==> src/verilog/acdc_ctrl.sv <==
`timescale 1ns/1ns

// Operation
// separate active-low enable bits per reference buffer
// host disables buffers with internal reference
// host disables buffer when input at rail
// select bit picks internal oscillator or external
// pin or command reset restores internal oscillator
// modulator clock is system clock over sixteen
// oversampling ratio independent of filter type
// codes 0000-0110 map to listed large ratios
// codes 0111-1101 map to listed small ratios
// filter bit zero selects low-latency fir
// low-latency notches follow from ratio length
// rates and notches scale with system clock
// count ticks to ratio, restart on change

// shared constants for the clocking and decimation control
package acdc_pkg;
  // nominal internal oscillator rate in hz
  localparam int unsigned INT_OSC_HZ = 4096000;
  // main clock rate in hz
  localparam int unsigned CLK_HZ = 100000000;
  // phase accumulator width for the oscillator model
  localparam int unsigned NCO_W = 24;
  // oscillator phase step: round(4.096e6 / 100e6 * 2^24)
  localparam logic [NCO_W-1:0] NCO_STEP = NCO_W'(
    (longint'(INT_OSC_HZ) * (longint'(1) << NCO_W) + longint'(CLK_HZ / 2)) / longint'(CLK_HZ));
  // system clock ticks per modulator tick
  localparam int unsigned MOD_DIV = 16;
  // width of the modulator divider count
  localparam int unsigned MOD_DIV_W = 4;
  // rate code width
  localparam int unsigned RATE_W = 4;
  // widest oversampling ratio is 102400, needs 17 bits
  localparam int unsigned OSR_W = 17;
  // filter type encodings
  localparam logic FILT_LOW_LATENCY = 1'b0;
  // clock source encodings
  localparam logic CLK_SRC_INT = 1'b0;
  localparam logic CLK_SRC_EXT = 1'b1;
  // highest defined rate code
  localparam logic [RATE_W-1:0] RATE_MAX = 4'h000d;

  // rate code to oversampling ratio
  function automatic logic [OSR_W-1:0] acdc_osr(input logic [RATE_W-1:0] code);
    logic [OSR_W-1:0] r;
    r = 17'h0_0040;
    unique case (code)
      4'h0000: r = 17'h1_9000; // 102400, 2.5 sps
      4'h0001: r = 17'h0_c800; // 51200, 5 sps
      4'h0002: r = 17'h0_6400; // 25600, 10 sps
      4'h0003: r = 17'h0_3c00; // 15360, 16.6 sps
      4'h0004: r = 17'h0_3200; // 12800, 20 sps
      4'h0005: r = 17'h0_1400; // 5120, 50 sps
      4'h0006: r = 17'h0_10a8; // 4264, 60 sps
      4'h0007: r = 17'h0_0a00; // 2560
      4'h0008: r = 17'h0_0500; // 1280
      4'h0009: r = 17'h0_0280; // 640
      4'h000a: r = 17'h0_0140; // 320
      4'h000b: r = 17'h0_0100; // 256
      4'h000c: r = 17'h0_0080; // 128
      default: r = 17'h0_0040; // 64, also undefined codes
    endcase
    return r;
  endfunction
endpackage

module acdc_ctrl #(
  parameter logic [acdc_pkg::NCO_W-1:0] NCO_STEP = acdc_pkg::NCO_STEP
) (
  input wire logic clk_i,
  input wire logic rstn_i,
  // reference buffer control bits, one disables
  input wire logic pos_ref_buffer_disable_i,
  input wire logic neg_ref_buffer_disable_i,
  // clock source write strobe and value
  input wire logic clk_sel_wr_i,
  input wire logic clk_sel_i,
  // reset command pulse
  input wire logic reset_cmd_i,
  // external clock pin, asynchronous
  input wire logic ext_clk_i,
  // configuration
  input wire logic [acdc_pkg::RATE_W-1:0] rate_code_i,
  input wire logic filter_type_i,
  // modulator bitstream, sampled on modulator ticks
  input wire logic mod_bit_i,
  // outputs
  output logic pos_ref_buffer_en_o,
  output logic neg_ref_buffer_en_o,
  output logic clk_src_ext_o,
  output logic sys_tick_o,
  output logic mod_tick_o,
  output logic [acdc_pkg::OSR_W-1:0] osr_o,
  output logic [acdc_pkg::OSR_W-1:0] result_o,
  output logic result_filter_o,
  output logic result_valid_o
);
  localparam int unsigned NW = acdc_pkg::NCO_W;
  localparam int unsigned OW = acdc_pkg::OSR_W;

  // ratio shown while in reset, that of rate code zero
  localparam logic [OW-1:0] OSR_RST = acdc_pkg::acdc_osr('0);

  // a zero step would leave the internal source without ticks
  if (NCO_STEP == '0)
  begin : g_bad_step
    $error("acdc_ctrl: oscillator step must not be zero");
  end

  // buffer enables, held in flops
  logic pos_buf_en;
  logic neg_buf_en;
  // selected clock source
  logic clk_src;
  // external clock synchroniser stages
  logic ext_meta;
  logic ext_sync;
  // previous synchronised level for edge detection
  logic ext_prev;
  // oscillator phase accumulator
  logic [NW:0] nco_acc;
  // system clock tick of the chosen source
  logic sys_tick;
  // configuration seen last cycle
  logic [acdc_pkg::RATE_W-1:0] rate_prev;
  logic filt_prev;
  logic cfg_seen;
  // restart request for divider and decimator
  logic restart;
  // clamped rate code and its ratio
  logic [acdc_pkg::RATE_W-1:0] rate_eff;
  logic [OW-1:0] osr_sel;
  // decimator count and accumulator
  logic [OW-1:0] tick_cnt;
  logic [OW-1:0] acc;
  logic [OW-1:0] next_acc;
  logic last_tick;
  // result registers
  logic [OW-1:0] result;
  logic result_filt;
  logic result_valid;

  // buffer enables are the inverse of the disable bits
  always_ff @(posedge clk_i or negedge rstn_i)
  begin
    if (!rstn_i)
    begin
      pos_buf_en <= 1'b1;
      neg_buf_en <= 1'b1;
    end
    else
    begin
      pos_buf_en <= !pos_ref_buffer_disable_i;
      neg_buf_en <= !neg_ref_buffer_disable_i;
    end
  end

  // clock source bit; command reset wins over a write
  always_ff @(posedge clk_i or negedge rstn_i)
  begin
    if (!rstn_i)
      clk_src <= acdc_pkg::CLK_SRC_INT;
    else if (reset_cmd_i)
      clk_src <= acdc_pkg::CLK_SRC_INT;
    else if (clk_sel_wr_i)
      clk_src <= clk_sel_i;
  end

  // two-stage synchroniser for the external clock pin
  always_ff @(posedge clk_i or negedge rstn_i)
  begin
    if (!rstn_i)
    begin
      ext_meta <= 1'b0;
      ext_sync <= 1'b0;
    end
    else
    begin
      ext_meta <= ext_clk_i;
      ext_sync <= ext_meta;
    end
  end

  // edge detector reads only the second stage
  always_ff @(posedge clk_i or negedge rstn_i)
  begin
    if (!rstn_i)
      ext_prev <= 1'b0;
    else
      ext_prev <= ext_sync;
  end

  // oscillator model: carry out of the accumulator is one tick
  // limitation: ticks jitter by one main clock, average rate set by the rounded step
  always_ff @(posedge clk_i or negedge rstn_i)
  begin
    if (!rstn_i)
      nco_acc <= '0;
    else
      nco_acc <= {1'b0, nco_acc[NW-1:0]} + {1'b0, NCO_STEP};
  end

  // pick the tick source; everything downstream scales with it
  always_comb
  begin
    if (clk_src == acdc_pkg::CLK_SRC_EXT)
      sys_tick = ext_sync && !ext_prev;
    else
      sys_tick = nco_acc[NW];
  end

  // remember configuration to spot changes
  always_ff @(posedge clk_i or negedge rstn_i)
  begin
    if (!rstn_i)
    begin
      rate_prev <= '0;
      filt_prev <= acdc_pkg::FILT_LOW_LATENCY;
      cfg_seen <= 1'b0;
    end
    else
    begin
      rate_prev <= rate_code_i;
      filt_prev <= filter_type_i;
      cfg_seen <= 1'b1;
    end
  end

  // restart on any config change, a source switch or reset command
  always_comb
  begin
    restart = reset_cmd_i || (clk_sel_wr_i && clk_sel_i != clk_src)
      || !cfg_seen || rate_code_i != rate_prev || filter_type_i != filt_prev;
  end

  // modulator divider, sixteen system ticks per modulator tick
  acdc_modclk #(
    .DIV(acdc_pkg::MOD_DIV)
  ) u_modclk (
    .clk_i(clk_i),
    .rstn_i(rstn_i),
    .restart_i(restart),
    .sys_tick_i(sys_tick),
    .mod_tick_o(mod_tick_o)
  );

  // undefined codes above the table act as the fastest rate
  always_comb
  begin
    if (rate_code_i > acdc_pkg::RATE_MAX)
      rate_eff = acdc_pkg::RATE_MAX;
    else
      rate_eff = rate_code_i;
    // ratio depends on rate only, never on the filter bit
    osr_sel = acdc_pkg::acdc_osr(rate_eff);
  end

  // last modulator tick of the current conversion
  always_comb
  begin
    last_tick = mod_tick_o && (tick_cnt == osr_sel - OW'(1));
    // boxcar sum over one ratio; length sets the line notches
    next_acc = acc + OW'(mod_bit_i);
  end

  // count modulator ticks up to the ratio
  always_ff @(posedge clk_i or negedge rstn_i)
  begin
    if (!rstn_i)
      tick_cnt <= '0;
    else if (restart)
      tick_cnt <= '0;
    else if (last_tick)
      tick_cnt <= '0;
    else if (mod_tick_o)
      tick_cnt <= tick_cnt + OW'(1);
  end

  // accumulate the bitstream; count of ones fits since osr < 2^17
  always_ff @(posedge clk_i or negedge rstn_i)
  begin
    if (!rstn_i)
      acc <= '0;
    else if (restart)
      acc <= '0;
    else if (last_tick)
      acc <= '0;
    else if (mod_tick_o)
      acc <= next_acc;
  end

  // present one result per completed count
  // fir window is fresh each time, so each result is fully settled
  always_ff @(posedge clk_i or negedge rstn_i)
  begin
    if (!rstn_i)
    begin
      result <= '0;
      result_filt <= acdc_pkg::FILT_LOW_LATENCY;
      result_valid <= 1'b0;
    end
    else
    begin
      result_valid <= last_tick && !restart;
      if (last_tick && !restart)
      begin
        result <= next_acc;
        result_filt <= filter_type_i;
      end
    end
  end

  // ratio in use, registered for software to read
  always_ff @(posedge clk_i or negedge rstn_i)
  begin
    if (!rstn_i)
      osr_o <= OSR_RST;
    else
      osr_o <= osr_sel;
  end

  // output wiring from the registers above; sys_tick_o comes straight from the tick mux
  assign pos_ref_buffer_en_o = pos_buf_en;
  assign neg_ref_buffer_en_o = neg_buf_en;
  assign clk_src_ext_o = clk_src;
  assign sys_tick_o = sys_tick;
  assign result_o = result;
  assign result_filter_o = result_filt;
  assign result_valid_o = result_valid;
endmodule // acdc_ctrl

==> src/verilog/acdc_modclk.sv <==
`timescale 1ns/1ns

// divides system clock ticks down to modulator ticks
module acdc_modclk #(
  parameter int unsigned DIV = acdc_pkg::MOD_DIV
) (
  input wire logic clk_i,
  input wire logic rstn_i,
  input wire logic restart_i,
  input wire logic sys_tick_i,
  output logic mod_tick_o
);
  localparam int unsigned CW = $clog2(DIV);
  // divider count of system ticks
  logic [CW-1:0] cnt;

  // refuse divider values the wrapping counter cannot serve
  if (DIV < 2 || (DIV & (DIV - 1)) != 0)
  begin : g_bad_div
    $error("acdc_modclk: DIV must be a power of two of at least 2");
  end

  // count system ticks, wrap every DIV of them
  always_ff @(posedge clk_i or negedge rstn_i)
  begin
    if (!rstn_i)
      cnt <= '0;
    else if (restart_i)
      cnt <= '0;
    else if (sys_tick_i)
      cnt <= cnt + CW'(1);
  end

  // one pulse, one clock after the last system tick of each group
  always_ff @(posedge clk_i or negedge rstn_i)
  begin
    if (!rstn_i)
      mod_tick_o <= 1'b0;
    else
      mod_tick_o <= sys_tick_i && !restart_i && (cnt == CW'(DIV - 1));
  end
endmodule // acdc_modclk

==> config.mk <==
export PLATFORM = sky130hd
export DESIGN_NAME = acdc_ctrl
export DESIGN_NICKNAME = d
export VERILOG_FILES = /design/src/verilog/acdc_ctrl.sv /design/src/verilog/acdc_modclk.sv
export SDC_FILE = /design/constraint.sdc
export NUM_CORES = 1
export LEC_CHECK = 0
export ABC_AREA = 1
export BUFFER_PORTS_ARGS = -buffer_cell sky130_fd_sc_hd__buf_4
export CORE_UTILIZATION = 52
export DETAILED_ROUTE_END_ITERATION = 16
export PLACE_DENSITY = 0.69
export SYNTH_ARGS = -nofsm -noshare
export SYNTH_HDL_FRONTEND = slang
export SYNTH_SLANG_ARGS = --single-unit
==> constraint.sdc <==
create_clock -name clk_i -period 2.36 [get_ports clk_i]
set_input_delay 0.472 -clock clk_i [delete_from_list [all_inputs] [get_ports clk_i]]
set_output_delay 0.472 -clock clk_i [all_outputs]
set_load 0.02 [all_outputs]
==> results.md <==
- The run finished with clean final reports.
- The pin count of the biggest net entering global routing is 58.
- The tool flagged a number of max-cap violations equal to 0.
- The worst hold slack across all endpoints is roughly 0.050 ns.
- The number of resized instances in the post-cts repair step is 0.
- The proportion of netlist area held by the largest area contributor is 42.4%.
- The first-pass iteration count of the detailed router is 5.
- In this run the remaining antenna-violating nets after routing total 0.
- 55 I/O pins were placed.
- Once the floorplan was initialized, standard cells occupied 54.4% of the core.
- The number of levels in the clock H-tree is 3.
- The clock net in this run drives a total of approximately 110 sinks.
- The final core area utilization is 63.5%.
- The max-slew violation count is 0.
- STA classifies the critical path startpoint as a flip-flop.
- Together, buffers and inverters on the worst path number 1.
- Of all cell types, the one taking the most synthesized area is dfrtp_1.
- The number of cells on the worst reg-to-reg path is 13.
- At the end of the flow, the number of nets in the layout was roughly 850.
- Synthesis instantiated 39 different standard cells from the library.
- The final count of hold timing violations is 0.
- The clock tree skew after final layout is a little under 0.007 ns.
- IR analysis of the VDD net gives a maximum drop of 0.000392 V.
- The total clock buffers created by CTS is 9.
- Ranked by total cell area, the synthesized netlist is headed by dfrtp_1 (42%), nand2_1 (15%), xor2_1 (6.0%).
- The number of global-route vias before repair is roughly 4700.
- In the final layout, the share of cells above drive strength 1 is 18.5%.
- Detailed placement finished with a half-perimeter wire length of 9.43 mm.
- Broken down by cell family, the worst path's largest delay share belongs to simple AND/OR/NAND/NOR gates.
- The die is between 100 and 150 um tall.
- The routability-driven placement congestion ratio is 0.931.
- The maximum achievable frequency is 461 MHz.
- The footprint of the multi-input gates is approximately 0.0028 mm2.
- The cell chosen for the clock root is clkbuf_16.
- The total routed wirelength is between 10 and 15 mm.
- The layout overhead on the synthesized area is 16.7%.
- After detailed routing, the number of remaining DRC violations is 0.
- The mean post-synth cell area is ~7.9 um2.
- The count of synthesis-stage warnings from yosys is 0.
- The global routing usage summed across all routing layers is a little under a quarter.
- The sequential-to-total area share from yosys stat is between 40% and 50%.
- In this run the worst path has a maximum fanout of 29.
- The register clock-pin slew on the reported worst setup and hold paths is approximately 0.070 ns.
- In the finished design, the share of the clock period the worst path needs comes to about 92%.
- The floorplan step defined a die boundary enclosing approximately 0.012 mm2.
- The flip-flop and latch count after synthesis is 107.
- The commonest non-fill, non-tap cell in the layout is nand2_1.
- At the later pin of the worst-skew pair, clock insertion delay measures roughly 0.34 ns.
- Summing all flip-flop and latch instances after layout gives about 0.0027 mm2.
- Once the clock tree was built, the setup fixing pass inserted 0 buffers.
- Power spread over the standard cell area amounts to 554 mW/mm2.
- Buffers inserted to repair hold after CTS numbered 0.
- In the synthesized netlist, the number of instances is 760.
- The classification of the worst-slack hold path is in2async.
- The initial detailed-routing violation count is approximately 350.
- In this design, the stage delay of the slowest critical-path cell is approximately 0.40 ns.
- The slowest stage of the critical path is the dfrtp_1 cell.
- After layout, the design draws a total of 3900 uW.
- After global routing the overflow that remains totals 0.
- The total via count after detailed routing is 5018.
- Counting along the longest clock path gives a buffer depth of 2.
- By startpoint and endpoint, the worst setup path is classified as reg2reg.
- The die is 110 um wide.
- After floorplanning, the core was sized to cover ~0.011 mm2.
- By instance count, the cell type seen most on the critical path is nand2_1.
- The first global-routing pass estimated between 20 and 25 mm of wire.
- The repair_antennas step left the layout with diodes totalling 0.
- The count of final setup violators is 0.
- At the worst endpoint, the required time is around 2.6 ns.
- In this run the core area contains 38 standard-cell rows.
- The finished layout holds 971 standard cells, fillers aside.
- The detail-routed via count per cell is 5.17.
- The routed wirelength normalized by instance count is between 10 and 15 um.
- The number of buffers inserted by port buffering is 50.
- The analysis attributes to cell leakage a power of 0.00385 uW.
- STA classifies the critical path endpoint as a flip-flop.
- In the layout the commonest cells are nand2_1 (233), dfrtp_1 (102), inv_1 (90).
- Traced cell by cell, the critical path runs through ha_1 -> nand2_1 -> nor2_2 -> nand2_1 -> nor2_1 -> nand2_1 -> nor2_2 -> nand4_1 -> nor2_4 -> nand3_2 -> buf_12 -> nand3_1 -> nand2_1.
- TritonCTS built the clock tree.
- The mapped netlist covers ~0.006 mm2.
- The worst endpoint data arrival time is about 2.4 ns.
- Once placement completed, the tool counted placed cells totaling between 900 and 1000.
- The number of antenna violations at the first check in global routing is 0.
- Counting buffers and inverters, the worst setup path is 13 cells deep.
- The clock period minus final worst setup slack is 2.17 ns.
- Counting the fill cells in the layout gives 980.
## final cells by class
cell class / count / share of cell area [%]
clock buffer: 13 / 3.84
multi-input combinational: 531 / 39.8
inverter: 101 / 5.57
sequential: 107 / 38.1
tap: 140 / 2.49
timing repair buffer: 76 / 9.18
clock inverter: 3 / 0.978
## per-stage QoR
step | area [um2] | setup slack [ns] | setup TNS [ns]
6_report | 7040 | 0.189 | 0
3_3_place_gp | 6690 | -0.0308 | -0.598
3_5_place_dp | 6690 | -0.0910 | -2.93
4_1_cts | 7030 | 0.132 | 0
5_1_grt | 7040 | -0.0166 | -0.0166
2_1_floorplan | 6060 | 0.00774 | 0
## power breakdown
part,internal (uW),switching (uW)
clock,1020,664
sequential,1860,7.08
combinational,119,229
total,3000,899
## sequential cells by signal, indices dropped and copies added (netlist names)
register             count
ext_prev                 1
nco_acc                 25
ext_meta                 1
filt_prev                1
tick_cnt                17
result_o                17
pos_ref_buffer_en_o      1
osr_o                   12
u_modclk.mod_tick_o      1
rate_prev                4
result_valid_o           1
clk_src_ext_o            1
cfg_seen                 1
result_filter_o          1
neg_ref_buffer_en_o      1
u_modclk.cnt             4
ext_sync                 1
acc                     17
## layer usage
metal | track usage [%] | vias to the layer above | part of all wire, %
met4 | 7.62 | 0 | 1.3
li1 | - | 2540 | -
met1 | 32.0 | 2344 | 47
met2 | 37.9 | 118 | 47
met5 | 0 | - | 0
met3 | 3.38 | 16 | 4.6
## synth_stat cells (all sizes together)
| cell type | instances |
|---|---|
| a211oi | 2 |
| a21oi | 14 |
| a221oi | 1 |
| a31o | 1 |
| a31oi | 3 |
| and3 | 4 |
| buf | 22 |
| clkbuf | 2 |
| clkinv | 1 |
| conb | 2 |
| dfrtp | 102 |
| dfstp | 5 |
| ha | 6 |
| inv | 100 |
| nand2 | 246 |
| nand3 | 72 |
| nand3b | 2 |
| nand4 | 32 |
| nor2 | 59 |
| nor3 | 15 |
| nor4 | 5 |
| o21ai | 18 |
| o31ai | 2 |
| xnor2 | 3 |
| xor2 | 41 |
## worst register-to-register path: cells and delay by family, from the launching register on
kind	cells	cell delay (ns)
and+or+nand+nor	11	1.28
adders and majority gates	1	0.19
buffers and inverters	1	0.19
DFF	1	0.40
## kinds of logic (layout without fill, tap and decap cells)
| logic type | count (synthesis) | after routing | synth area share, % |
|---|---|---|---|
| buffers and inverters | 125 | 193 | 9.49 |
| other | 2 | 5 | 0.125 |
| and+or+nand+nor | 435 | 435 | 34.5 |
| xor gates and xnor gates | 44 | 44 | 6.39 |
| AOI/OAI and AO/OA | 41 | 41 | 3.76 |
| adders and majority gates | 6 | 6 | 1.25 |
| DFF | 107 | 107 | 44.5 |
## final timing paths
path                       slack, ns                      from                  end
setup / recovery                0.19               tick_cnt[0]               acc[2]
hold / removal                  0.05                    rstn_i            osr_o[11]
setup reg to reg                0.19               tick_cnt[0]               acc[2]
hold reg to reg                 0.35                  ext_meta             ext_sync
max in group asynchronous       1.61                    rstn_i  neg_ref_buffer_en_o
min in group clk_i              0.23  pos_ref_buffer_disable_i  pos_ref_buffer_en_o
No activity file was read; power rests on OpenSTA's default activity.
